--- config.mk ---
export PLATFORM = sky130hd
export DESIGN_NAME = ccdseq_top
export DESIGN_NICKNAME = d
export VERILOG_FILES = /design/src/include/ccdseq_pkg.sv /design/src/rtl/ccdseq_hclk.sv /design/src/rtl/ccdseq_top.sv
export VERILOG_INCLUDE_DIRS = /design/src /design/src/include
export SDC_FILE = /design/constraint.sdc
export NUM_CORES = 1
export LEC_CHECK = 0
export BUFFER_PORTS_ARGS = -buffer_cell sky130_fd_sc_hd__buf_2
export CAP_MARGIN = 20
export CORE_MARGIN = 3
export CORE_UTILIZATION = 23
export DETAILED_ROUTE_END_ITERATION = 10
export SYNTH_ARGS = -nofsm -noshare
export SYNTH_HDL_FRONTEND = slang
export SYNTH_SLANG_ARGS = --single-unit
--- constraint.sdc ---
create_clock -name mclk -period 4.9 [get_ports mclk]
set_clock_uncertainty 0.15 [all_clocks]
set_input_delay 0.98 -clock mclk [delete_from_list [all_inputs] [get_ports mclk]]
set_output_delay 0.98 -clock mclk [all_outputs]
set_load 0.005 [all_outputs]
--- src/include/ccdseq_regs.svh ---
`ifndef CCDSEQ_REGS_SVH
`define CCDSEQ_REGS_SVH
// Clock rate in MHz
`define CCDSEQ_CLK_MHZ 100
// Timing figures in ns, as printed for the sequencer
`define CCDSEQ_ROW_EXIT_NS 1000
`define CCDSEQ_ROW_PASS_NS 1000
`define CCDSEQ_ROW_GATE_NS 1000
`define CCDSEQ_LINE_LOAD_NS 1000
`define CCDSEQ_DUMP_SETTLE_NS 1000
`define CCDSEQ_FLUSH_PULSE_NS 1000
`define CCDSEQ_HALF_PIX_NS 50
// Least times round up to whole cycles
`define CCDSEQ_CYC(ns) (((ns) * `CCDSEQ_CLK_MHZ + 999) / 1000)
`define CCDSEQ_ROW_EXIT_CYC `CCDSEQ_CYC(`CCDSEQ_ROW_EXIT_NS)
`define CCDSEQ_ROW_PASS_CYC `CCDSEQ_CYC(`CCDSEQ_ROW_PASS_NS)
`define CCDSEQ_ROW_GATE_CYC `CCDSEQ_CYC(`CCDSEQ_ROW_GATE_NS)
`define CCDSEQ_LINE_LOAD_CYC `CCDSEQ_CYC(`CCDSEQ_LINE_LOAD_NS)
`define CCDSEQ_DUMP_SETTLE_CYC `CCDSEQ_CYC(`CCDSEQ_DUMP_SETTLE_NS)
`define CCDSEQ_FLUSH_PULSE_CYC `CCDSEQ_CYC(`CCDSEQ_FLUSH_PULSE_NS)
`define CCDSEQ_HALF_PIX_CYC `CCDSEQ_CYC(`CCDSEQ_HALF_PIX_NS)
// Counter width and pixel count per half line
`define CCDSEQ_CNT_W 16
`define CCDSEQ_PIX_PER_LINE 16'h1038
`endif

--- src/include/ccdseq_pkg.sv ---
package ccdseq_pkg;
   // Pins driven onto the sensor
   typedef struct packed {
      logic vertical_phase_one;
      logic vertical_phase_two;
      logic horiz_a_first_phase;
      logic horiz_b_first_phase;
      logic horiz_last_phase;
      logic inter_register_gate;
      logic output_reset_gate_clock;
      logic global_flush_gate;
      logic row_dump_gate;
   } ccdseq_pins_s;
   // Which sensor outputs carry the current line
   typedef struct packed {
      logic left_a_output;
      logic right_a_output;
      logic left_b_output;
      logic right_b_output;
   } ccdseq_outsel_s;
   // Gray-coded in declaration order; ST_V2_FALL to ST_READ flips three bits
   typedef enum logic [3:0] {
      ST_IDLE = 4'h0,
      ST_FL_V2 = 4'h1,
      ST_FL_PULSE = 4'h3,
      ST_FL_DROP = 4'h2,
      ST_INTEG = 4'h6,
      ST_V1_HI = 4'h7,
      ST_V2_HI = 4'h5,
      ST_V2_FALL = 4'h4,
      ST_XFER_A = 4'hc,
      ST_XFER_G = 4'hd,
      ST_READ = 4'hf,
      ST_DP_V2 = 4'he,
      ST_DP_PULSE = 4'ha,
      ST_DP_DROP = 4'hb,
      ST_DP_SETTLE = 4'h9,
      ST_DONE = 4'h8
   } ccdseq_state_e;
endpackage

--- src/rtl/ccdseq_hclk.sv ---
`timescale 1ns/1ps
`include "ccdseq_regs.svh"
// Free-running pixel clock generator: reset gate always toggles, horizontal
// phases toggle only while reading so a line shifts out a packet per H fall.
module ccdseq_hclk
   import ccdseq_pkg::*;
(
   input wire logic mclk, // System clock
   input wire logic rstn, // Async reset, active low
   input wire logic run, // Shift horizontal register
   output logic h_phase, // Horizontal phase level
   output logic rg_clk, // Reset gate clock
   output logic pix_done // One cycle per falling horizontal edge
);
   logic [`CCDSEQ_CNT_W-1:0] cnt_ff, nxt_cnt;
   logic ph_ff, nxt_ph;
   logic hph_ff, nxt_hph;

   // Half-pixel tick; reset gate runs even when idle
   always_comb begin
      nxt_cnt = cnt_ff + 16'h0001;
      nxt_ph = ph_ff;
      nxt_hph = h_phase; // Last driven level, so the parked-high to low step counts too
      if (cnt_ff == `CCDSEQ_CNT_W'(`CCDSEQ_HALF_PIX_CYC - 1)) begin
         nxt_cnt = 16'h0000;
         nxt_ph = ~ph_ff;
      end
   end

   always_ff @(posedge mclk or negedge rstn) begin
      if (!rstn) begin
         cnt_ff <= 16'h0000;
         ph_ff <= 1'b0;
         hph_ff <= 1'b1; // Parked level, so no false fall after reset
      end else begin
         cnt_ff <= nxt_cnt;
         ph_ff <= nxt_ph;
         hph_ff <= nxt_hph;
      end
   end

   assign h_phase = run ? ph_ff : 1'b1; // Parked high so a row can land
   assign rg_clk = ph_ff;
   // Every fall of the driven level is a packet, whatever phase the read starts in
   assign pix_done = hph_ff & ~h_phase;
endmodule

--- src/rtl/ccdseq_top.sv ---
`timescale 1ns/1ps
`include "ccdseq_regs.svh"
module ccdseq_top
   import ccdseq_pkg::*;
(
   input wire logic mclk, // System clock, 100 MHz
   input wire logic rstn, // Async reset, active low
   input wire logic frame_start, // Pulse: begin a frame
   input wire logic flush_en, // Do a global flush first
   input wire logic dual_parallel_split_mode, // 1 = four outputs, 0 = dual split
   input wire logic integ_end, // Pulse: end integration
   input wire logic [15:0] line_count, // Lines per frame
   input wire logic [15:0] dump_line, // Line index to dump instead of read, 0xffff none
   output ccdseq_pins_s pins, // Sensor clock pins
   output ccdseq_outsel_s out_sel, // Outputs carrying the line being read
   output logic busy, // Frame in progress
   output logic frame_done, // Pulse at frame end
   output logic line_start, // Pulse at start of a readout line
   output logic drain_done // Pulse when flush or dump completes
);
   ccdseq_state_e st_ff, nxt_st;
   logic [15:0] tmr_ff, nxt_tmr;
   logic [15:0] line_ff, nxt_line;
   logic [15:0] pix_ff, nxt_pix;
   logic dps_ff, nxt_dps;
   ccdseq_pins_s pins_ff, nxt_pins;
   ccdseq_outsel_s sel_ff, nxt_sel;
   logic busy_ff, nxt_busy, fdone_ff, nxt_fdone, lst_ff, nxt_lst, ddone_ff, nxt_ddone;
   logic h_run, h_phase, rg_clk, pix_done;
   logic tmr_zero;

   ccdseq_hclk u_hclk (
      .mclk(mclk),
      .rstn(rstn),
      .run(h_run),
      .h_phase(h_phase),
      .rg_clk(rg_clk),
      .pix_done(pix_done)
   );

   assign h_run = (st_ff == ST_READ);
   assign tmr_zero = (tmr_ff == 16'h0000);

   // Sequencer: timed states load a delay and wait for it to run out; IDLE, INTEG and READ wait on frame_start, integ_end and pix_done
   always_comb begin
      nxt_st = st_ff;
      nxt_tmr = tmr_zero ? tmr_ff : tmr_ff - 16'h0001;
      nxt_line = line_ff;
      nxt_pix = pix_ff;
      nxt_dps = dps_ff;
      nxt_busy = busy_ff;
      nxt_fdone = 1'b0;
      nxt_lst = 1'b0;
      nxt_ddone = 1'b0;
      unique case (st_ff)
         ST_IDLE: begin
            if (frame_start) begin
               nxt_dps = dual_parallel_split_mode;
               nxt_busy = 1'b1;
               nxt_line = 16'h0000;
               nxt_tmr = 16'(`CCDSEQ_ROW_EXIT_CYC);
               nxt_st = flush_en ? ST_FL_V2 : ST_INTEG;
            end
         end
         ST_FL_V2: if (tmr_zero) begin
            nxt_tmr = 16'(`CCDSEQ_FLUSH_PULSE_CYC);
            nxt_st = ST_FL_PULSE;
         end
         ST_FL_PULSE: if (tmr_zero) begin
            nxt_tmr = 16'(`CCDSEQ_ROW_EXIT_CYC);
            nxt_st = ST_FL_DROP;
         end
         ST_FL_DROP: if (tmr_zero) begin
            nxt_ddone = 1'b1;
            nxt_st = ST_INTEG;
         end
         ST_INTEG: if (integ_end) begin
            nxt_tmr = 16'(`CCDSEQ_ROW_EXIT_CYC);
            nxt_st = ST_V1_HI;
         end
         ST_V1_HI: if (tmr_zero) begin
            nxt_tmr = 16'(`CCDSEQ_ROW_EXIT_CYC);
            nxt_st = ST_V2_HI;
         end
         ST_V2_HI: if (tmr_zero) begin
            nxt_tmr = 16'(`CCDSEQ_LINE_LOAD_CYC);
            nxt_st = (line_ff == dump_line) ? ST_DP_PULSE : ST_V2_FALL;
         end
         ST_V2_FALL: if (tmr_zero) begin
            if (dps_ff && !line_ff[0]) begin
               nxt_tmr = 16'(`CCDSEQ_ROW_PASS_CYC);
               nxt_st = ST_XFER_A;
            end else begin
               nxt_pix = 16'h0000;
               nxt_lst = 1'b1;
               nxt_st = ST_READ;
            end
         end
         ST_XFER_A: if (tmr_zero) begin
            nxt_tmr = 16'(`CCDSEQ_ROW_GATE_CYC);
            nxt_st = ST_XFER_G;
         end
         ST_XFER_G: if (tmr_zero) begin
            // Even row now in B; load the odd row into A on the next V2 fall
            nxt_line = line_ff + 16'h0001;
            nxt_tmr = 16'(`CCDSEQ_ROW_EXIT_CYC);
            nxt_st = ST_V1_HI;
         end
         ST_READ: if (pix_done) begin
            nxt_pix = pix_ff + 16'h0001;
            if (pix_ff == `CCDSEQ_PIX_PER_LINE - 16'h0001) begin
               nxt_line = line_ff + 16'h0001;
               nxt_tmr = 16'(`CCDSEQ_ROW_EXIT_CYC);
               nxt_st = (line_ff + 16'h0001 >= line_count) ? ST_DONE : ST_V1_HI;
            end
         end
         ST_DP_PULSE: if (tmr_zero) begin
            nxt_tmr = 16'(`CCDSEQ_ROW_EXIT_CYC);
            nxt_st = ST_DP_DROP;
         end
         ST_DP_DROP: if (tmr_zero) begin
            nxt_tmr = 16'(`CCDSEQ_DUMP_SETTLE_CYC);
            nxt_st = ST_DP_SETTLE;
         end
         ST_DP_SETTLE: if (tmr_zero) begin
            nxt_ddone = 1'b1;
            nxt_line = line_ff + 16'h0001;
            nxt_tmr = 16'(`CCDSEQ_ROW_EXIT_CYC);
            nxt_st = (line_ff + 16'h0001 >= line_count) ? ST_DONE : ST_V1_HI;
         end
         ST_DONE: begin
            nxt_busy = 1'b0;
            nxt_fdone = 1'b1;
            nxt_st = ST_IDLE;
         end
         default: nxt_st = ST_IDLE; // Unused codes recover
      endcase
   end

   // Pin levels decoded from the next state so pins are registered
   always_comb begin
      nxt_pins = '0;
      nxt_pins.output_reset_gate_clock = rg_clk;
      nxt_pins.horiz_a_first_phase = 1'b1;
      nxt_sel = '0;
      unique case (nxt_st)
         ST_FL_V2, ST_FL_DROP, ST_DP_DROP: nxt_pins.vertical_phase_two = 1'b0;
         ST_FL_PULSE: begin
            nxt_pins.vertical_phase_two = 1'b1;
            nxt_pins.global_flush_gate = 1'b1;
         end
         ST_DP_PULSE: begin
            nxt_pins.vertical_phase_two = 1'b1;
            nxt_pins.row_dump_gate = 1'b1;
         end
         ST_V1_HI: nxt_pins.vertical_phase_one = 1'b1;
         ST_V2_HI: nxt_pins.vertical_phase_two = 1'b1;
         ST_XFER_G: nxt_pins.inter_register_gate = dps_ff;
         ST_READ: begin
            nxt_pins.horiz_a_first_phase = h_phase;
            nxt_pins.horiz_last_phase = h_phase;
            nxt_pins.horiz_b_first_phase = dps_ff & h_phase;
            if (dps_ff && line_ff[0]) begin
               nxt_sel.left_b_output = 1'b1;
               nxt_sel.right_b_output = 1'b1;
            end else begin
               nxt_sel.left_a_output = 1'b1;
               nxt_sel.right_a_output = 1'b1;
            end
         end
         default: nxt_pins.vertical_phase_one = 1'b0;
      endcase
      if (nxt_st == ST_FL_V2) begin
         nxt_pins.vertical_phase_two = 1'b1;
      end
   end

   always_ff @(posedge mclk or negedge rstn) begin
      if (!rstn) begin
         st_ff <= ST_IDLE;
         tmr_ff <= 16'h0000;
         line_ff <= 16'h0000;
         pix_ff <= 16'h0000;
         dps_ff <= 1'b0;
         pins_ff <= '0;
         sel_ff <= '0;
         busy_ff <= 1'b0;
         fdone_ff <= 1'b0;
         lst_ff <= 1'b0;
         ddone_ff <= 1'b0;
      end else begin
         st_ff <= nxt_st;
         tmr_ff <= nxt_tmr;
         line_ff <= nxt_line;
         pix_ff <= nxt_pix;
         dps_ff <= nxt_dps;
         pins_ff <= nxt_pins;
         sel_ff <= nxt_sel;
         busy_ff <= nxt_busy;
         fdone_ff <= nxt_fdone;
         lst_ff <= nxt_lst;
         ddone_ff <= nxt_ddone;
      end
   end

   assign pins = pins_ff;
   assign out_sel = sel_ff;
   assign busy = busy_ff;
   assign frame_done = fdone_ff;
   assign line_start = lst_ff;
   assign drain_done = ddone_ff;
endmodule

After elaboration in Yosys (flattened, before gate mapping). Index checks and enable logic that the tools add are counted.

Add/subtract/negate cells: 4. Order comparisons: 1. Eq/ne operators: 30. Mux-type cells: 58. Bitwise gates (word level): 4. Reductions and logical operators: 16.

Operators with widths (count): 2-to-1 mux 16 bit (16); case mux 16 bit (5 select lines) (1); 2-to-1 mux 4 bit (18); case mux 4 bit (14 select lines) (1); adder 16 x 1 -> 16 bit (second input constant) (3); case mux 16 bit (3 select lines) (1); equality test 4 bit (second input constant) (10); case mux 16 bit (2 select lines) (1); equality test 4 x 3 -> 1 bit (second input constant) (6); equality test 16 x 13 -> 1 bit (second input constant) (1); equality test 16 bit (1); equality test 16 x 3 -> 1 bit (second input constant) (1); greater-or-equal comparator 16 bit (1); logical NOT 16 bit (1); subtractor 16 x 1 -> 16 bit (second input constant) (1); 2-to-1 mux 1 bit (14); equality test 4 x 2 -> 1 bit (second input constant) (3); != test 2 bit (second input constant) (5); OR reduction 9 bit (1); equality test 4 x 1 -> 1 bit (second input constant) (2); 2-to-1 mux 2 bit (3); 2-to-1 mux 3 bit (2); AND reduction 5 bit (1); logical NOT 4 bit (1); other kinds (12) (18).

Register bits: 88. Input bits: 38. Output and inout port bits: 17. Logic and storage cells: 138.

Longest topological paths before layout. Gate-level depths: netlist of the first run.

Depth after elaboration: 10. Gate-level depth with buffers: 18. Mapped depth without buffers: 16.

By module. A second synthesis of the first run with hierarchy kept.

Cell total of the unflattened synthesis: 549. Area total of the unflattened synthesis: 5097.4 µm².

Modules (own cells, without submodules): ccdseq_top (times used 1, cells each 473, area each 4262.8 µm², sequential area each 1701.6 µm²); ccdseq_hclk (times used 1, cells each 76, area each 834.6 µm², sequential area each 451.7 µm²).

Worst setup path after synthesis of the first run. No wires, ideal clock.

Path kind: flip-flop to flip-flop. From: reg line_ff[0]. To: reg pins_ff, in the netlist pins[8]. Setup time: 0.086 ns. Arrival: 3.772 ns. Data required time: 4.664 ns. Setup slack: 0.892 ns. Stages on the path, launching flop included: 17. Buffers on the path: 2. Clock period less this slack: 4.008 ns. Cells stage by stage: dfrtp_1 -> clkbuf_1 -> nand2_1 -> nor4b_1 -> and3_1 -> clkbuf_1 -> nand3_1 -> xnor2_1 -> ha_1 -> nand4_1 -> nor3_1 -> a22oi_1 -> nand3_1 -> a2111oi_0 -> nor4_2 -> or2_2 -> nor3_1.

RTL lines: from (decl) (RTL line ccdseq_top.sv:23) `logic [15:0] line_ff, nxt_line;`; from (signal assigned) (RTL line ccdseq_top.sv:194) `line_ff <= nxt_line;`; to (signal assigned) (RTL line ccdseq_top.sv:197) `pins_ff <= nxt_pins;`; to (decl) (RTL line ccdseq_top.sv:26) `ccdseq_pins_s pins_ff, nxt_pins;`.

==> impl_metrics.json, run 1 <==
{
  "synth-seq-cells": 86,
  "n_antenna_cell": 0,
  "final_nets": 682,
  "area_growth_pct": 16.83,
  "p_leak_nw": 2.706,
  "setup_viol": 0,
  "path_max_fanout": 7,
  "grt_first_pass_wirelength_mm": 20.79,
  "start_util_pct": 23.54,
  "arrival_ps": 4070,
  "drv_slew": 0,
  "dieArea_um2": 24230,
  "synth_common_cells": "dfrtp_1 (85), nor2_1 (67), nand2_1 (53), xor2_1 (42), inv_1 (34)",
  "swShare_pct": 20.33,
  "ir_drop_v": 0.0001506,
  "setup_tns_ps": 0,
  "post-place-ws_ps": 909.1,
  "cp-end-kind": "flop",
  "core_region_area_um2": 21890,
  "gp_congestion": 0.7938,
  "grt_antenna_before_repair": 0,
  "status": "complete, no violations",
  "first_pass_iters": 5,
  "drive_gt1_share_pct": 16.11,
  "postCtsSetupBuffers": 0,
  "critPathKind": "reg2reg",
  "maxCapViolations": 0,
  "yosysTopAreaCellShare_pct": 41.28,
  "grt_max_degree": 58,
  "drt_wl_total_mm": 12.28,
  "overflow": 0,
  "critical_path_required_ps": 4970,
  "post-route-period-util_pct": 81.77,
  "drt_iter0_drc": 203,
  "critPathLaunchType": "flop",
  "dr_wl_met3_um": 488,
  "drt-wirelength-per-cell_um": 13.54,
  "synth.area.top_cells": "dfrtp_1 (41%), xor2_1 (7.1%), ha_1 (5.3%)",
  "numPortBuffers": 54,
  "insertion_delay_ps": 340,
  "routed_via_density": 4.592,
  "wl_met2_mm": 5.354,
  "drc": 0,
  "dp_hpwl_mm": 8.917,
  "htree_levels": 3,
  "pin_count": 55,
  "power_frac_comb_pct": 3.3,
  "synth_cells": 581,
  "clock-root-buffer": "clkbuf_16",
  "die_w_um": 155.7,
  "synthesis.area_um2": 5152,
  "powerDensity_nw_per_um2": 256.4,
  "fmax_mhz": 249.6,
  "yosysSeqAreaShare_pct": 41.79,
  "rsz0062_at_grt": "no",
  "yosysMostFrequentCell": "dfrtp_1",
  "synth.avg_cell_area_um2": 8.868,
  "mappedNetlistNets": 641,
  "hold_buffers": 0,
  "path_clk_slew_ps": 70,
  "slew-limit-headroom_pct": 43.73,
  "synth-async-reset-ratio_pct": 100.0,
  "vias": 4165,
  "ant_nets": 0,
  "clockBufferDepth": 2,
  "cts.sinks": 86,
  "cellInternalPower_w": 0.001229,
  "p_sw_w": 0.0003137,
  "clock_power_share_pct": 50.7,
  "finalHoldViolCount": 0,
  "top_layer": "met4",
  "rrSetupSlack_ps": 890,
  "cts_buffers": 9,
  "m1WireLength_mm": 6.308,
  "fp.dieH_um": 155.7,
  "grt_usage_pct": 10.41,
  "ys_warn_count": 0,
  "period_needed_ps": 4007,
  "final_util_pct": 27.50,
  "seqPwrFrac_pct": 46.0,
  "synth_flop_cell": "dfrtp_1",
  "fin_hold_ws_ps": 321.9,
  "worstHoldPathType": "reg2reg",
  "grt_pass1_vias": 4136,
  "cts_resized": 0,
  "worst_slew_pin_slew_ps": 844.1,
  "synth_edf_count": 0,
  "ys_types": 66,
  "synth_top_cell_by_area": "dfrtp_1",
  "cts_tree": "done",
  "rows": 54,
  "fin_ws_ps": 893.3
}
-- layer usage --
layer | vias up | GRT usage (%)
li1 | 2076 | -
met4 | 0 | 2.668
met1 | 1991 | 14.94
met5 | - | 0
met3 | 13 | 2.191
met2 | 85 | 15.98
-- placed cells by master (no fill, tap or decap), types with 5 or more instances in the layout --
| cell type | n |
|---|---|
| inv_1 | 34 |
| nand2b_1 | 12 |
| o21ai_0 | 32 |
| nand4_1 | 7 |
| nor2_1 | 67 |
| nor3_1 | 16 |
| or3_1 | 5 |
| a21oi_1 | 22 |
| xnor2_1 | 25 |
| dfrtp_1 | 85 |
| nor2b_1 | 9 |
| buf_4 | 8 |
| nand2_1 | 53 |
| xor2_1 | 42 |
| buf_2 | 53 |
| and3_1 | 10 |
| ha_1 | 22 |
| clkbuf_16 | 9 |
| nand3_1 | 25 |
| nor4_1 | 10 |
-- registers in the layout (all words and copies together), names as in the netlist, 2 cells and up --
signal and count:
line_ff 16, pix_ff 16, tmr_ff 16, u_hclk.cnt_ff 16
pins 9, st_ff 4, out_sel 2
-- power by group through the flow --
stage	sequential (W)	clock (W)	combinational, W
after detailed placement	0.000723	0	0.0000521
after CTS	0.000710	0.000806	0.0000526
after floorplan	0.000723	0	0.0000140
final	0.000710	0.000783	0.0000503
after global placement	0.000723	0	0.0000523
after global routing	0.000709	0.000837	0.0000590
-- metrics by stage --
step | power (W) | area (um^2) | cells
finish | 0.001543 | 6020 | 907
global route | 0.001605 | 6020 | 907
floorplan | 0.0007374 | 5152 | 581
detailed placement | 0.0007753 | 5679 | 891
CTS | 0.001569 | 6020 | 907
global placement | 0.0007754 | 5679 | 891
-- final timing paths --
kind / to / startpoint / depth (start not counted)
worst min-delay path: u_hclk.cnt_ff[15]$_DFF_PN0_ / u_hclk.cnt_ff[15]$_DFF_PN0_ / 1
worst max register to register: pins[7]$_DFF_PN0_ / line_ff[6]$_DFFE_PN0P_ / 15
worst min register to register: u_hclk.cnt_ff[15]$_DFF_PN0_ / u_hclk.cnt_ff[15]$_DFF_PN0_ / 1
max in group asynchronous: u_hclk.hph_ff$_DFF_PN1_ / rstn / 2
min in group asynchronous: pix_ff[13]$_DFFE_PN0P_ / rstn / 1
worst max-delay path: pins[7]$_DFF_PN0_ / line_ff[6]$_DFFE_PN0P_ / 15
-- area by class of cell --
type / count / area, um^2
fill: 2377 / 15870
multi-input combinational: 428 / 2715
sequential: 86 / 2153
tap: 280 / 350.3
timing repair buffer: 61 / 325.3
clock buffer: 11 / 232.7
inverter: 36 / 135.1
clock inverter: 5 / 107.6
-- kinds of logic (layout without fill, tap and decap cells) --
| logic type | count (synthesis) | in the layout | synth area share (%) |
|---|---|---|---|
| AO/OA/AOI/OAI | 90 | 90 | 10.93 |
| buffers and inverters | 67 | 113 | 5.634 |
| multiplexers | 1 | 1 | 0.2185 |
| flip-flops | 86 | 86 | 41.79 |
| AND/OR/NAND/NOR | 248 | 248 | 24.70 |
| XOR/XNOR | 67 | 67 | 11.39 |
| adder cells (fa/ha/maj) | 22 | 22 | 5.342 |
-- worst max-delay path, stage by stage, from the launching register on --
cell	delay [ps]
dfrtp_1	470
and3_1	230
nor4b_1	250
buf_4	200
and3_1	260
nand3_1	140
xnor2_1	160
ha_1	300
nand4_1	120
nor3_1	270
o311ai_0	230
nand3_1	210
a2111oi_0	140
nor4_2	460
or2_2	220
o22ai_1	80
Power figures use the tool's default switching activity.
==> run 2: changes to the inputs <==
clock period = 4 ns   (was 4.9 ns; I/O delays follow)
==> impl_metrics.json, run 2 (synthesis results as in run 1) <==
{
  "layout_commonest_cell": "dfrtp_1",
  "start_util_pct": 23.54,
  "drive_gt1_share_pct": 19.38,
  "crit_buf_inv": 1,
  "critPathMostFrequentCell": "nand3_1",
  "critPathKind": "reg2reg",
  "fin_ws_ps": 228.3,
  "placed_cell_area_um2": 5768,
  "fin_area_um2": 6116,
  "final_nets": 695,
  "drt_iter0_drc": 134,
  "critPathLaunchType": "flop",
  "worst_slew_pin_slew_ps": 800.8,
  "final_cell_mix": "dfrtp_1 (85), nor2_1 (66), nand2_1 (53), buf_2 (53), xor2_1 (42)",
  "critical-path-top-delay-family": "simple AND/OR/NAND/NOR gates",
  "fillers": 2373,
  "vias": 4139,
  "critical_path_required_ps": 4090,
  "gp_congestion": 0.8322,
  "slew-limit-headroom_pct": 46.62,
  "drc": 0,
  "rr_startpoint": "line_ff[4]$_DFFE_PN0P_",
  "clock-root-buffer": "clkbuf_16",
  "cp-end-kind": "flop",
  "dp_hpwl_mm": 9.174,
  "overflow": 0,
  "rows": 54,
  "cts.sinks": 86,
  "dieArea_um2": 24230,
  "finalHoldViolCount": 0,
  "drv_slew": 0,
  "ir_drop_v": 0.0001704,
  "fmax_mhz": 265.1,
  "drt_wl_total_mm": 12.22,
  "final_util_pct": 27.94,
  "cts_tree": "done",
  "setup_viol": 0,
  "area_growth_pct": 18.70,
  "worstHoldPathType": "in2async",
  "crit_chain": "nand3_1 > nor4b_2 > and3_2 > nand3_1 > xnor2_1 > ha_1 > nand4_1 > nor3_2 > o311ai_0 > nand3_2 > a2111oi_4 > nor4_2 > buf_4 > or2_2 > nor3_1",
  "slowest_stage": "dfrtp_1",
  "first_pass_iters": 4,
  "grt_max_degree": 49,
  "rrSetupSlack_ps": 230,
  "ant_nets": 0,
  "clockBufferDepth": 2,
  "hold_buffers": 0,
  "drt-wirelength-per-cell_um": 13.26,
  "routed_via_density": 4.494,
  "worstReg2RegEnd": "pins[8]$_DFF_PN0_",
  "grt_antenna_before_repair": 0,
  "post-place-ws_ps": 108.2,
  "arrival_ps": 3870,
  "grt_first_pass_wirelength_mm": 20.89,
  "post-route-period-util_pct": 94.29,
  "period_needed_ps": 3772,
  "htree_levels": 3,
  "fp.dieH_um": 155.7,
  "insertion_delay_ps": 340,
  "setup_tns_ps": 0,
  "path_max_fanout": 5,
  "path_clk_slew_ps": 70,
  "max_stage_delay_ps": 410,
  "numPortBuffers": 54,
  "core_region_area_um2": 21890,
  "maxCapViolations": 0,
  "powerDensity_nw_per_um2": 284.0,
  "ff2ff_path_depth": 15,
  "cts_buffers": 9,
  "die_w_um": 155.7,
  "grt_pass1_vias": 4085,
  "status": "complete, no violations",
  "grt_usage_pct": 10.47,
  "p_leak_nw": 2.755,
  "pin_count": 55
}
## run 2: worst max path at each step
stage / to / startpoint / slack [ps] / cells past startpoint
final: pins[8]$_DFF_PN0_ / line_ff[4]$_DFFE_PN0P_ / 230 / 15
after global routing: pins[7]$_DFF_PN0_ / line_ff[4]$_DFFE_PN0P_ / -40 / 16
after CTS: pins[7]$_DFF_PN0_ / line_ff[4]$_DFFE_PN0P_ / 60 / 14
after detailed placement: pins[8]$_DFF_PN0_ / line_ff[4]$_DFFE_PN0P_ / 110 / 14
after global placement: pins[7]$_DFF_PN0_ / line_ff[4]$_DFFE_PN0P_ / 320 / 14
after floorplan: pins[8]$_DFF_PN0_ / line_ff[0]$_DFFE_PN0P_ / 190 / 16
## run 2: power breakdown
| group | leakage (nW) | switching [W] | internal (W) |
|---|---|---|---|
| clock | 0.141 | 0.000368 | 0.000437 |
| sequential | 1.08 | 0 | 0.000869 |
| combinational | 1.54 | 0.0000387 | 0.0000240 |
## run 2: metal layers
metal / GRT usage (%) / share of wire [%]
met1: 15.33 / 50
met4: 2.126 / 0.47
met3: 2.302 / 5.2
met2: 15.94 / 45
met5: 0 / 0
## run 2: what timing repair did
item	in CTS	in global routing
gates resized for setup	0	9
setup buffers	0	2
setup endpoints to repair	0	5
hold endpoints to repair	0	0
## run 2: through the flow
stage	hold slack (ps)	std cells	total power (W)
4_1_cts	334.9	918	0.001775
2_1_floorplan	274.9	581	0.0009033
5_1_grt	344.2	920	0.001820
6_report	329.2	921	0.001737
3_3_place_gp	308.7	902	0.0009498
3_5_place_dp	321.0	902	0.0009504
## run 2: area by class of cell
cell class,count,area [um^2],area share [%]
inverters,36,135.1,2.209
repair buffers,74,422.9,6.915
diodes,1,2.502,0.04092
well taps,280,350.3,5.728
clock inverters,7,65.06,1.064
clock buffers,9,225.2,3.682
flip-flops and latches,86,2153,35.21
multi-input cells,428,2761,45.15
